==> config.mk <==
export PLATFORM = sky130hd
export DESIGN_NAME = sbf_bank_fsm
export DESIGN_NICKNAME = d
export VERILOG_FILES = /design/src/hdl/sbf_pkg.sv /design/src/hdl/sbf_bank_fsm.sv
export SDC_FILE = /design/constraint.sdc
export NUM_CORES = 1
export LEC_CHECK = 0
export ABC_AREA = 0
export ABC_CLOCK_PERIOD_IN_PS = 2920
export BUFFER_PORTS_ARGS = -buffer_cell sky130_fd_sc_hd__buf_4
export CAP_MARGIN = 20
export CORE_MARGIN = 2
export CORE_UTILIZATION = 29
export CTS_CLUSTER_SIZE = 8
export DETAILED_ROUTE_END_ITERATION = 10
export PLACE_DENSITY = 0.48
export RECOVER_POWER = 100
export SYNTH_ARGS = -nofsm -noshare
export SYNTH_HDL_FRONTEND = slang
export SYNTH_SLANG_ARGS = --single-unit
==> constraint.sdc <==
create_clock -name mclk -period 2.92 [get_ports mclk]
set_clock_uncertainty 0.1 [all_clocks]
set_input_delay 0.438 -clock mclk [delete_from_list [all_inputs] [get_ports mclk]]
set_output_delay 0.438 -clock mclk [all_outputs]
set_load 0.005 [all_outputs]
==> src/hdl/sbf_pkg.sv <==
// sbf_pkg: shared types, field positions, reset values and timings
// assumes one 250 MHz clock; figures below are plain defaults
package sbf_pkg;
  localparam int ADDR_W = 12; // address pins
  localparam int ROW_W = 11; // row address width
  localparam int COL_W = 8; // column address width
  localparam int NUM_BANKS = 2; // banks chosen by the select bit
  localparam int BANK_BIT = 11; // bank select address bit
  localparam int CLOSE_BIT = 10; // autoclose / all-bank bit
  localparam int BL_LSB = 0; // burst length field, low bit
  localparam int WR_SINGLE_BIT = 9; // single write burst option
  localparam int TMR_W = 8; // wait timer width
  localparam int CLK_MHZ = 250; // clock rate
  localparam logic [ADDR_W-1:0] MODE_RST = 12'h000; // mode after reset
  localparam logic [ROW_W-1:0] REFROW_RST = 11'h000; // refresh row after reset
  localparam logic [2:0] BL_FULL = 3'h7; // full page burst code
  // times in ns, least times rounded up to cycles
  localparam int T_RCD_NS = 20; // activate to column
  localparam int T_RP_NS = 20; // precharge to idle
  localparam int T_DPL_NS = 8; // data-in to precharge
  localparam int T_DAL_NS = 28; // data-in to activate
  localparam int T_RC_NS = 68; // refresh cycle
  localparam logic [TMR_W-1:0] RCD_CYC = TMR_W'((T_RCD_NS * CLK_MHZ + 999) / 1000);
  localparam logic [TMR_W-1:0] RP_CYC = TMR_W'((T_RP_NS * CLK_MHZ + 999) / 1000);
  localparam logic [TMR_W-1:0] DPL_CYC = TMR_W'((T_DPL_NS * CLK_MHZ + 999) / 1000);
  localparam logic [TMR_W-1:0] DAL_CYC = TMR_W'((T_DAL_NS * CLK_MHZ + 999) / 1000);
  localparam logic [TMR_W-1:0] RC_CYC = TMR_W'((T_RC_NS * CLK_MHZ + 999) / 1000);
  localparam logic [TMR_W-1:0] MRD_CYC = 8'h02; // mode load delay, in cycles
  // command and address pins, taken at the rising edge
  typedef struct packed {
    logic cs_n;
    logic ras_n;
    logic cas_n;
    logic we_n;
    logic cke;
    logic [ADDR_W-1:0] addr;
  } sbf_pins_t;
  typedef enum logic [3:0] {
    SBF_DESELECT, SBF_NOP, SBF_BURST_STOP, SBF_READ, SBF_WRITE,
    SBF_ACTIVATE, SBF_PRECHARGE, SBF_REFRESH, SBF_MODE_LOAD
  } sbf_cmd_t;
  typedef enum logic [3:0] {
    SBF_IDLE, SBF_ACTIVATING, SBF_ROW_ACTIVE, SBF_READ_ST, SBF_WRITE_ST,
    SBF_READ_AC, SBF_WRITE_AC, SBF_WR_RECOV, SBF_WR_RECOV_AC, SBF_PRECHARGING
  } sbf_bank_st_t;
  typedef enum logic [2:0] {
    SBF_DEV_NORMAL, SBF_DEV_REFRESH, SBF_DEV_MODE_WAIT,
    SBF_DEV_POWER_DOWN, SBF_DEV_SELF_REF, SBF_DEV_SR_RECOV
  } sbf_dev_mode_t;
  // command from the four strobes
  function automatic sbf_cmd_t sbf_decode(input sbf_pins_t p);
    sbf_cmd_t c;
    c = SBF_NOP;
    if (p.cs_n) begin
      c = SBF_DESELECT;
    end else begin
      unique case ({p.ras_n, p.cas_n, p.we_n})
        3'h7: c = SBF_NOP;
        3'h6: c = SBF_BURST_STOP;
        3'h5: c = SBF_READ;
        3'h4: c = SBF_WRITE;
        3'h3: c = SBF_ACTIVATE;
        3'h2: c = SBF_PRECHARGE;
        3'h1: c = SBF_REFRESH;
        3'h0: c = SBF_MODE_LOAD;
      endcase
    end
    return c;
  endfunction
endpackage

==> src/hdl/sbf_bank_fsm.sv <==
// sbf_bank_fsm: per-bank command acceptance and device-wide wait states
// assumes pins are synchronous to mclk and change only after its rising edge
`timescale 1ns/1ns
`default_nettype none
module sbf_bank_fsm
  import sbf_pkg::*;
(
  input wire logic mclk,
  input wire logic arst_n,
  input wire sbf_pins_t pins,
  output var sbf_bank_st_t [NUM_BANKS-1:0] bank_state_q,
  output var sbf_dev_mode_t dev_mode_q,
  output var logic [ADDR_W-1:0] mode_reg_q,
  output var logic [ROW_W-1:0] refresh_row_q,
  output var logic [COL_W-1:0] col_addr_q,
  output var logic illegal_q
);
  logic cke_prev_q; // cke at the previous edge
  logic [TMR_W-1:0] dev_tmr_q; // device wait timer
  sbf_cmd_t cmd_raw; // decoded pins
  sbf_cmd_t cmd; // command seen by the banks
  logic all_idle; // both banks idle
  logic cmd_ok; // cke high now and before, device normal
  logic start_ref; // auto refresh begins
  logic start_sref; // self-refresh begins
  logic start_pd; // power-down begins
  logic start_mrs; // mode load begins
  logic dev_ill; // device-level illegal command
  logic [NUM_BANKS-1:0] bank_ill; // per-bank illegal command
  logic [COL_W-1:0] bl_last; // burst length minus one
  logic full_page; // full page burst programmed
  logic nop_like; // deselect, nop or burst stop

  // command decode and gating
  assign cmd_raw = sbf_decode(pins);
  assign cmd_ok = (dev_mode_q == SBF_DEV_NORMAL) && cke_prev_q && pins.cke;
  assign cmd = cmd_ok ? cmd_raw : SBF_NOP;
  assign nop_like = (cmd_raw == SBF_DESELECT) || (cmd_raw == SBF_NOP)
                    || (cmd_raw == SBF_BURST_STOP);
  assign all_idle = (bank_state_q[0] == SBF_IDLE) && (bank_state_q[1] == SBF_IDLE);
  assign full_page = (mode_reg_q[BL_LSB+:3] == BL_FULL);

  // device-level starts, both banks idle and cke high at the last edge
  always_comb begin
    start_ref = 1'b0;
    start_sref = 1'b0;
    start_pd = 1'b0;
    start_mrs = 1'b0;
    if (dev_mode_q == SBF_DEV_NORMAL && all_idle && cke_prev_q) begin
      if (!pins.cke) begin
        start_sref = (cmd_raw == SBF_REFRESH);
        start_pd = (cmd_raw != SBF_REFRESH);
      end else begin
        start_ref = (cmd_raw == SBF_REFRESH);
        start_mrs = (cmd_raw == SBF_MODE_LOAD);
      end
    end
  end

  // illegal commands at device level
  always_comb begin
    dev_ill = 1'b0;
    unique case (dev_mode_q)
      SBF_DEV_REFRESH, SBF_DEV_MODE_WAIT, SBF_DEV_SR_RECOV: begin
        dev_ill = pins.cke && !nop_like;
      end
      SBF_DEV_NORMAL: begin
        // refresh or mode load with a bank open
        dev_ill = cmd_ok && !all_idle
                  && (cmd_raw == SBF_REFRESH || cmd_raw == SBF_MODE_LOAD);
      end
      default: dev_ill = 1'b0; // power-down and self-refresh ignore pins
    endcase
  end

  // burst length from the mode field
  always_comb begin
    unique case (mode_reg_q[BL_LSB+:3])
      3'h1: bl_last = 8'h01;
      3'h2: bl_last = 8'h03;
      3'h3: bl_last = 8'h07;
      3'h7: bl_last = 8'hFF;
      default: bl_last = 8'h00;
    endcase
  end

  // cke history for power-down and self-refresh entry
  always_ff @(posedge mclk or negedge arst_n) begin
    if (!arst_n) begin
      cke_prev_q <= 1'b0;
    end else begin
      cke_prev_q <= pins.cke;
    end
  end

  // device mode and its timer
  always_ff @(posedge mclk or negedge arst_n) begin
    if (!arst_n) begin
      dev_mode_q <= SBF_DEV_NORMAL;
      dev_tmr_q <= '0;
    end else begin
      unique case (dev_mode_q)
        SBF_DEV_NORMAL: begin
          if (start_ref) begin
            dev_mode_q <= SBF_DEV_REFRESH;
            dev_tmr_q <= RC_CYC - 8'h01;
          end else if (start_mrs) begin
            dev_mode_q <= SBF_DEV_MODE_WAIT;
            dev_tmr_q <= MRD_CYC - 8'h01;
          end else if (start_sref) begin
            dev_mode_q <= SBF_DEV_SELF_REF;
          end else if (start_pd) begin
            dev_mode_q <= SBF_DEV_POWER_DOWN;
          end
        end
        SBF_DEV_REFRESH, SBF_DEV_MODE_WAIT, SBF_DEV_SR_RECOV: begin
          // wait out the interval, then idle
          if (dev_tmr_q == '0) begin
            dev_mode_q <= SBF_DEV_NORMAL;
          end else begin
            dev_tmr_q <= dev_tmr_q - 8'h01;
          end
        end
        SBF_DEV_POWER_DOWN: begin
          if (pins.cke) begin
            dev_mode_q <= SBF_DEV_NORMAL;
          end
        end
        SBF_DEV_SELF_REF: begin
          // only cke is looked at here
          if (pins.cke) begin
            dev_mode_q <= SBF_DEV_SR_RECOV;
            dev_tmr_q <= RC_CYC - 8'h01;
          end
        end
        default: dev_mode_q <= SBF_DEV_NORMAL;
      endcase
    end
  end

  // mode register load
  always_ff @(posedge mclk or negedge arst_n) begin
    if (!arst_n) begin
      mode_reg_q <= MODE_RST;
    end else if (start_mrs) begin
      mode_reg_q <= pins.addr;
    end
  end

  // internal refresh row counter, address pins unused
  always_ff @(posedge mclk or negedge arst_n) begin
    if (!arst_n) begin
      refresh_row_q <= REFROW_RST;
    end else if (start_ref || start_sref) begin
      refresh_row_q <= refresh_row_q + 11'h001;
    end
  end

  // column address of the last column command
  always_ff @(posedge mclk or negedge arst_n) begin
    if (!arst_n) begin
      col_addr_q <= '0;
    end else if (cmd == SBF_READ || cmd == SBF_WRITE) begin
      col_addr_q <= pins.addr[COL_W-1:0];
    end
  end

  // illegal flag, one cycle per offending command
  always_ff @(posedge mclk or negedge arst_n) begin
    if (!arst_n) begin
      illegal_q <= 1'b0;
    end else begin
      illegal_q <= dev_ill || (|bank_ill);
    end
  end

  // one state machine per bank
  for (genvar b = 0; b < NUM_BANKS; b++) begin : g_bank
    sbf_bank_st_t st_d; // next bank state
    logic [TMR_W-1:0] tmr_q; // bank wait timer
    logic [TMR_W-1:0] tmr_d;
    logic [COL_W-1:0] bcnt_q; // beats left in burst
    logic [COL_W-1:0] bcnt_d;
    logic sel; // command addresses this bank
    logic col_rd; // read to this bank
    logic col_wr; // write to this bank
    logic act; // activate to this bank
    logic pre; // precharge reaching this bank
    logic burst_stop_cmd; // burst stop
    logic col_go; // column command accepted
    logic ill; // illegal for this bank
    logic ac_bit; // autoclose requested
    logic done; // last beat of a fixed burst

    assign sel = (pins.addr[BANK_BIT] == 1'(b));
    assign col_rd = (cmd == SBF_READ) && sel;
    assign col_wr = (cmd == SBF_WRITE) && sel;
    assign act = (cmd == SBF_ACTIVATE) && sel;
    assign pre = (cmd == SBF_PRECHARGE) && (sel || pins.addr[CLOSE_BIT]);
    assign burst_stop_cmd = (cmd == SBF_BURST_STOP);
    assign ac_bit = pins.addr[CLOSE_BIT];
    assign done = (bcnt_q == '0) && !full_page;
    assign bank_ill[b] = ill;

    // next state of this bank
    always_comb begin
      st_d = bank_state_q[b];
      tmr_d = (tmr_q != '0) ? tmr_q - 8'h01 : tmr_q;
      bcnt_d = (bcnt_q != '0) ? bcnt_q - 8'h01 : bcnt_q;
      col_go = 1'b0;
      ill = 1'b0;
      unique case (bank_state_q[b])
        SBF_IDLE: begin
          if (act) begin
            st_d = SBF_ACTIVATING;
            tmr_d = RCD_CYC - 8'h01;
          end else if (col_rd || col_wr) begin
            ill = 1'b1;
          end
        end
        SBF_ACTIVATING: begin
          ill = col_rd || col_wr || act || pre;
          if (tmr_q == '0) begin
            st_d = SBF_ROW_ACTIVE;
          end
        end
        SBF_ROW_ACTIVE: begin
          if (col_rd || col_wr) begin
            col_go = 1'b1;
          end else if (pre) begin
            st_d = SBF_PRECHARGING;
            tmr_d = RP_CYC - 8'h01;
          end else if (act) begin
            ill = 1'b1;
          end
        end
        SBF_READ_ST, SBF_WRITE_ST: begin
          if (pre) begin
            st_d = SBF_PRECHARGING;
            tmr_d = RP_CYC - 8'h01;
          end else if (col_rd || col_wr) begin
            col_go = 1'b1;
          end else if (act) begin
            ill = 1'b1;
          end else if (burst_stop_cmd && full_page) begin
            st_d = SBF_ROW_ACTIVE;
          end else if (done && bank_state_q[b] == SBF_READ_ST) begin
            st_d = SBF_ROW_ACTIVE;
          end else if (done) begin
            st_d = SBF_WR_RECOV;
            tmr_d = DPL_CYC - 8'h01;
          end
        end
        SBF_READ_AC, SBF_WRITE_AC: begin
          ill = col_rd || col_wr || act || pre || burst_stop_cmd;
          if (done && bank_state_q[b] == SBF_READ_AC) begin
            st_d = SBF_PRECHARGING;
            tmr_d = RP_CYC - 8'h01;
          end else if (done) begin
            st_d = SBF_WR_RECOV_AC;
            tmr_d = DAL_CYC - 8'h01;
          end
        end
        SBF_WR_RECOV: begin
          if (col_rd || col_wr) begin
            col_go = 1'b1;
          end else if (act || pre) begin
            ill = 1'b1;
          end else if (tmr_q == '0) begin
            st_d = SBF_ROW_ACTIVE;
          end
        end
        SBF_WR_RECOV_AC: begin
          ill = col_rd || col_wr || act || pre;
          if (tmr_q == '0) begin
            st_d = SBF_IDLE;
          end
        end
        SBF_PRECHARGING: begin
          ill = col_rd || col_wr || act; // further precharge is a nop
          if (tmr_q == '0) begin
            st_d = SBF_IDLE;
          end
        end
        default: st_d = SBF_IDLE;
      endcase
      // start or restart a burst on the open row
      if (col_go) begin
        if (col_rd) begin
          st_d = ac_bit ? SBF_READ_AC : SBF_READ_ST;
          bcnt_d = bl_last;
        end else begin
          st_d = ac_bit ? SBF_WRITE_AC : SBF_WRITE_ST;
          bcnt_d = mode_reg_q[WR_SINGLE_BIT] ? 8'h00 : bl_last;
        end
      end
    end

    // bank state, timer and burst counter
    always_ff @(posedge mclk or negedge arst_n) begin
      if (!arst_n) begin
        bank_state_q[b] <= SBF_IDLE;
        tmr_q <= '0;
        bcnt_q <= '0;
      end else begin
        bank_state_q[b] <= st_d;
        tmr_q <= tmr_d;
        bcnt_q <= bcnt_d;
      end
    end

  end
endmodule // sbf_bank_fsm
`default_nettype wire

# Word level (Yosys, flattened, before mapping)
# Memories as Yosys holds them, arrays and structs flattened.
# Cells that the tools add are included.
# op_classes
bitwise_logic	1
n_reduce_logical	76
add_sub_neg	6
shifts	0
n_eq_ne	63
n_mux	120
div_mod_pow	0
magnitude_cmp	0
mul	0
# op_table
cell	count
2-to-1 mux 8 bit	35
2-to-1 mux 4 bit	34
case mux 8 bit (4 select lines)	3
case mux 4 bit (7 select lines)	2
equality test 4 x 3 -> 1 bit, second input constant	12
logical NOT 8 bit	5
subtractor 8 x 1 -> 8 bit, second input constant	5
inequality test 3 bit, second input constant	11
nonzero test 8 bit	4
2-to-1 mux 3 bit	10
equality test 4 x 2 -> 1 bit, second input constant	7
2-to-1 mux 1 bit	28
inequality test 4 bit, second input constant	6
case mux 8 bit (3 select lines)	1
logical AND 1 bit	23
OR reduction 2 bit	11
equality test 4 bit, second input constant	5
AND reduction 10 bit	2
logical OR 1 bit	18
case mux 1 bit (7 select lines)	2
equality test 3 x 2 -> 1 bit, second input constant	4
equality test 4 x 1 -> 1 bit, second input constant	3
logical NOT 4 bit	3
inequality test 6 bit, second input constant	2
17 further kinds	30
# word_totals
reg_bits	84
latchBits	0
rom_bits	32
ram_bits	0
wordCells	280
n_memories	1
# mem_list
name	words	width	rd	rd_clocked_by_memory_dff	wr	line	source
(no name shown)	8	4	1	0	0	sbf_pkg.sv:57	unique case ({p.ras_n, p.cas_n, p.we_n})

# Longest topological paths before layout
# depth
ltp_word	13
mapped_depth	12

# Worst setup path after synthesis
# OpenSTA, ideal clock, no wires.
# synth_path
path_kind	input -> register
from	input pins[13] in the netlist's numbering
to	register bank_state_q[1] in the netlist's numbering
arrival_ns	2.854
path_slack_ns	-0.170
required_time_ns	2.684
cell_stages	12
setup_time_ns	0.136
path_cell_list	clkbuf_1 > inv_1 > ha_1 > clkbuf_1 > or4_1 > a21oi_1 > o21a_1 > buf_2 > o211ai_1 > nand3_1 > o22ai_1 > o21bai_1
# synth_between
elab_chain_len	11
word_cells_on_any_way	36
classes_between	15 x eq/ne; 12 x mux; 8 x reduce/logical; 1 x memory
# synth_rtl
item	line	source
start, declared	sbf_bank_fsm.sv:10	input wire sbf_pins_t pins,
memory (8 x 4 bit) *	n/a	
2-to-1 mux 4 bit *	sbf_pkg.sv:54	if (p.cs_n) begin
2-to-1 mux 4 bit *	sbf_bank_fsm.sv:37	assign cmd = cmd_ok ? cmd_raw : SBF_NOP;
equality test 4 x 2 -> 1 bit, or another cell as far along	sbf_bank_fsm.sv:196	assign col_rd = (cmd == SBF_READ) && sel;
logical AND 1 bit, on equally long branches	sbf_bank_fsm.sv:196, sbf_bank_fsm.sv:197, sbf_bank_fsm.sv:245	
logical OR 1 bit or 2-to-1 mux 4 bit (tied branches)	n/a	
2-to-1 mux 1 bit or 2-to-1 mux 4 bit (tied branches)	n/a	
2-to-1 mux 1 bit or 2-to-1 mux 4 bit (tied branches)	sbf_bank_fsm.sv:238, sbf_bank_fsm.sv:241	
case mux 1 bit (2 select lines) or 2-to-1 mux 4 bit (tied branches)	sbf_bank_fsm.sv:212, sbf_bank_fsm.sv:238	
inequality test 6 bit (no line), or another cell as far along	n/a	
AND reduction 10 bit (no line) or 2-to-1 mux 4 bit (tied branches)	n/a	
end signal, assigned by index	sbf_bank_fsm.sv:306	bank_state_q[b] <= st_d;
end, declared	sbf_bank_fsm.sv:11	output var sbf_bank_st_t [NUM_BANKS-1:0] bank_state_q,
# Every way passes the cells marked *; elsewhere a longest branch is shown, timed or not. The select of a mux whose other input is x is not followed.
# A chain may end at the register's enable or synchronous reset.

# Worst setup path in the final report
# layout_path
from	register dev_mode_q[1]
to	register dev_tmr_q[4]
# layout_between
elab_chain_len	6
word_cells_on_any_way	17
classes_between	7 x eq/ne; 4 x mux; 6 x reduce/logical
# layout_rtl
item	line	source
start, declared	sbf_bank_fsm.sv:12	output var sbf_dev_mode_t dev_mode_q,
start signal, assigned	sbf_bank_fsm.sv:99	dev_mode_q <= SBF_DEV_NORMAL;
start signal, assigned	sbf_bank_fsm.sv:105	dev_mode_q <= SBF_DEV_REFRESH;
start signal, assigned	sbf_bank_fsm.sv:108	dev_mode_q <= SBF_DEV_MODE_WAIT;
logical NOT 3 bit	sbf_bank_fsm.sv:49, sbf_bank_fsm.sv:102	
logical AND 1 bit (2 in series)	sbf_bank_fsm.sv:49	if (dev_mode_q == SBF_DEV_NORMAL && all_idle && cke_prev_q) begin
2-to-1 mux 1 bit	sbf_bank_fsm.sv:49	
inequality test 3 bit (no line) or 2-to-1 mux 8 bit (tied branches)	n/a	
AND reduction 4 bit (no line) or case mux 8 bit (3 select lines) (tied branches)	n/a	
end signal, assigned	sbf_bank_fsm.sv:106	dev_tmr_q <= RC_CYC - 8'h01;
end signal, assigned	sbf_bank_fsm.sv:109	dev_tmr_q <= MRD_CYC - 8'h01;
end signal, assigned	sbf_bank_fsm.sv:121	dev_tmr_q <= dev_tmr_q - 8'h01;
end, declared	sbf_bank_fsm.sv:19	logic [TMR_W-1:0] dev_tmr_q;
# Parallel ways exist; a longest one is shown, timed or not.

==> results summary <==
The die covers 0.0199 sq mm. Setup repair after global routing left no endpoint under its margin. The switching power of the nets came out at 2.70 mW. The congestion estimate from routability-driven global placement came to 0.906. The setup path with the least slack is of type flop to flop. The average instance area after synthesis is 8.68 sq um.

The post-layout net count is 759. No sink is reached through more buffers than the 2 on the longest clock path. For this configuration, the core starts out at a cell density of 0.294. After detailed routing, the number of remaining DRC violations is 0. The standard cell core area came out at 0.0186 sq mm.

The share of total power dissipated in sequential elements is 0.293. The count of antenna diodes in the layout came out at 0. For the worst-skew pair, the clock arrives at the later sink with an insertion delay of 0.36 ns.

The dominant cell type by area after synthesis is sky130_fd_sc_hd__dfrtp_1. The number of standard cells in the layout, taps in and fillers out came out at 967. Subtracting the final worst setup slack from the clock period gives 2.77 ns. The library cell used most frequently in the layout, excluding fill and tap cells, is sky130_fd_sc_hd__dfrtp_1. The pin count of the biggest net entering global routing is 54.

For this run the aggregate overflow at the end of global routing stands at 0. The number of DRC markers after the initial detailed-route iteration is 303. The design draws 6.38 mW. The die height is 141 microns. The clock share of power came out at 0.179. The flop and latch count out of synthesis came out at 84. The worst slew slack as a fraction of its limit is 0.410. The analysis attributes to cell leakage a power of 2.95 nW.

For this run, the number of Yosys warnings is 0. Of the total power, the share spent switching nets is 0.424. The number of global-route vias before repair came to 5108. For the worst setup path, the data arrival time is 2.90 ns. The count of pins over their slew limit came to 0. Of the synthesized area, sequential elements account for 0.385.

The post-synthesis cell type count came out at 76. The category of cells accounting for the largest share of critical-path delay is simple AND/OR/NAND/NOR gates. For this run, the detailed router's first-pass iteration total came to 5. The setup fix buffers added after clock tree synthesis is 0. The worst hold path belongs to the class primary input to flop.

The clock tree root driver cell is sky130_fd_sc_hd__clkbuf_16. After detailed routing, the average wire length per cell comes to 16.5 microns. Traced cell by cell, the critical path runs through or4b_4, or3_4, nor3_1, or3_1, a31oi_1, clkbuf_2, o32a_1. The peak clock frequency supported by timing came out at 0.361 GHz.

By area the synthesized netlist is led by sky130_fd_sc_hd__dfrtp_1 (39%), sky130_fd_sc_hd__nand2_1 (5.2%), sky130_fd_sc_hd__o21ai_0 (4.2%). The initial antenna violation count came out at 0. The detail route stage leaves a number of antenna-violating nets equal to 0. The total via count in the routed design came out at 5121. In the layout the commonest cells are sky130_fd_sc_hd__dfrtp_1 (84), sky130_fd_sc_hd__nand2_1 (76), sky130_fd_sc_hd__buf_4 (66). The total routing resource utilization after global routing came out at 0.165. The global-route wire length before repair came out at 26300 microns.

The die outline width came out at 141 microns. The overall routed net length came out at 15900 microns. For the final routed database, the setup TNS stands at 0 ns.

The worst ir drop on vdd came out at 0.318 mV. The final HPWL from detailed placement came out at 11900 microns. The transition time of the tightest slew-check pin came out at 0.886 ns.

On the worst path, the slowest cell contributes a delay of 0.62 ns. In this run, placement finished with an instance count of 950. The synthesized instance count is 628. Of the available clock period, the critical path in the final layout requires 0.948. Yosys mapped a number of flops with a built-in enable equal to 0. Setup violations remaining at the end of the flow were counted as 0. Across the run, the number of max-cap violations was 0.

STA classifies the critical path endpoint as a flop. Together, buffers and inverters on the worst path number 1. The number of core rows came out at 50. The share of flip-flops with an asynchronous set or reset after synthesis came out at 1.00. The post-synth net total is 659. The mean number of vias per cell came out at 5.30. After synthesis the cells add up to 0.00545 sq mm. Of the cells placed in the final design, the portion with a size suffix greater than 1 is 0.222. The cell area after layout came out at 0.00678 sq mm. The area added between synthesis and finish is 24.3%. 62 I/O pins were placed. The critical path startpoint category is a flop. In this run the worst path has a maximum fanout of 11. After clock tree synthesis, the clock-pin slew on the worst setup and hold paths is 0.07 ns. TritonCTS created 9 clock buffers. The power per unit of standard cell area is 941 mW/mm^2. The flow ran to the end, and the final reports show no timing, DRC or antenna violations.

The number of levels the H-tree was split into is 3. Input and output buffers added on the ports amount to 61. In this run the cell area measured after placement is 0.00651 sq mm.

The internal power of the cells totals 3.68 mW. The library cell contributing the largest single delay on the critical path is sky130_fd_sc_hd__or4b_4. The internal reg-to-reg setup slack is 0.15 ns. The area share of the largest cell type after synthesis came out at 0.385. Clock tree synthesis found a total of 84 sinks. The portion of total power attributed to combinational logic came out at 0.528. At the worst endpoint, the required time is 3.05 ns. The clock tree from TritonCTS is built. The final count of hold timing violations came out at 0. The leading register cell type out of synthesis is sky130_fd_sc_hd__dfrtp_1.
-- layout make-up --
class / count / area, sq um
multi-input combinational: 493 / 3180
tap: 234 / 293
timing repair buffer: 114 / 813
sequential: 84 / 2100
fill: 1879 / 11800
inverter: 26 / 97.6
clock buffer: 10 / 239
clock inverter: 6 / 52.6
-- sequential cells by signal, summed over array words and instances, names as in the netlist --
name           count
g_bank.bcnt_q     16
g_bank.tmr_q      16
mode_reg_q        12
refresh_row_q     11
bank_state_q       8
col_addr_q         8
dev_tmr_q          8
dev_mode_q         3
cke_prev_q         1
illegal_q          1
-- path summary, 6_finish.rpt --
check / endpoint / from / cells after the start
min in group asynchronous: bank_state_q[5]$_DFFE_PN0P_ / arst_n / 2
hold reg to reg: refresh_row_q[10]$_DFFE_PN0P_ / refresh_row_q[10]$_DFFE_PN0P_ / 1
setup reg to reg: dev_tmr_q[4]$_DFFE_PN0P_ / dev_mode_q[1]$_DFFE_PN0P_ / 7
setup / recovery: dev_tmr_q[4]$_DFFE_PN0P_ / dev_mode_q[1]$_DFFE_PN0P_ / 7
hold / removal: col_addr_q[4]$_DFFE_PN0P_ / pins[4] / 3
max in group asynchronous: bank_state_q[3]$_DFFE_PN0P_ / arst_n / 3
-- per-stage QoR --
step | hold WS, ns | setup slack [ns] | utilization
floorplan | 0.0424 | -0.0428 | -
global placement | 0.330 | -0.0301 | 0.350
detailed placement | 0.334 | -0.107 | 0.350
CTS | 0.169 | 0.0430 | 0.367
global route | 0.176 | 0.00353 | 0.365
finish | 0.174 | 0.153 | 0.365
-- what timing repair did --
action,4_1_cts,5_1_grt
hold buffers,1,0
gates resized for setup,1,6
hold endpoints to repair,31,0
pin swaps,0,1
endpoints found under the setup margin,4,16
-- power by group through the flow --
stage | clock network [mW] | logic, mW | registers (mW)
finish | 1.14 | 3.37 | 1.87
global route | 1.23 | 3.78 | 1.94
CTS | 1.18 | 3.37 | 1.88
detailed placement | 0 | 3.35 | 1.89
global placement | 0 | 3.31 | 1.88
floorplan | 0 | 2.28 | 1.86
-- synthesized netlist by cell type (11+ instances only) --
library cell,number
sky130_fd_sc_hd__xnor2_1,26
sky130_fd_sc_hd__ha_1,12
sky130_fd_sc_hd__nand3_1,23
sky130_fd_sc_hd__nand2_1,76
sky130_fd_sc_hd__inv_1,26
sky130_fd_sc_hd__mux2_2,14
sky130_fd_sc_hd__a21oi_1,32
sky130_fd_sc_hd__or3_1,11
sky130_fd_sc_hd__o21ai_0,46
sky130_fd_sc_hd__clkbuf_1,17
sky130_fd_sc_hd__dfrtp_1,84
sky130_fd_sc_hd__nor2_1,50
sky130_fd_sc_hd__nor3_1,23
sky130_fd_sc_hd__o211ai_1,12
-- worst min-delay path, stage by stage --
cell                      delay [ns]
sky130_fd_sc_hd__buf_4          0.08
sky130_fd_sc_hd__nand2_1        0.04
sky130_fd_sc_hd__nand2_1        0.04
-- metal layers --
metal	GRT usage	wire length [microns]	up-vias
met4	0.0563	374	0
met3	0.0326	703	30
met2	0.276	7830	151
met1	0.213	7030	2458
li1	-	-	2482
met5	0	0	-
-- kinds of logic (layout without fill, tap and decap cells) --
logic type,after synthesis,count (layout),synth area share
muxes,19,19,0.0381
and+or+nand+nor,264,264,0.258
xor gates and xnor gates,35,35,0.0562
DFF,84,84,0.385
adders and majority gates,13,13,0.0294
AOI/OAI and AO/OA,162,162,0.195
buffers and inverters,51,156,0.0379
(Power assumes the default switching activity.)
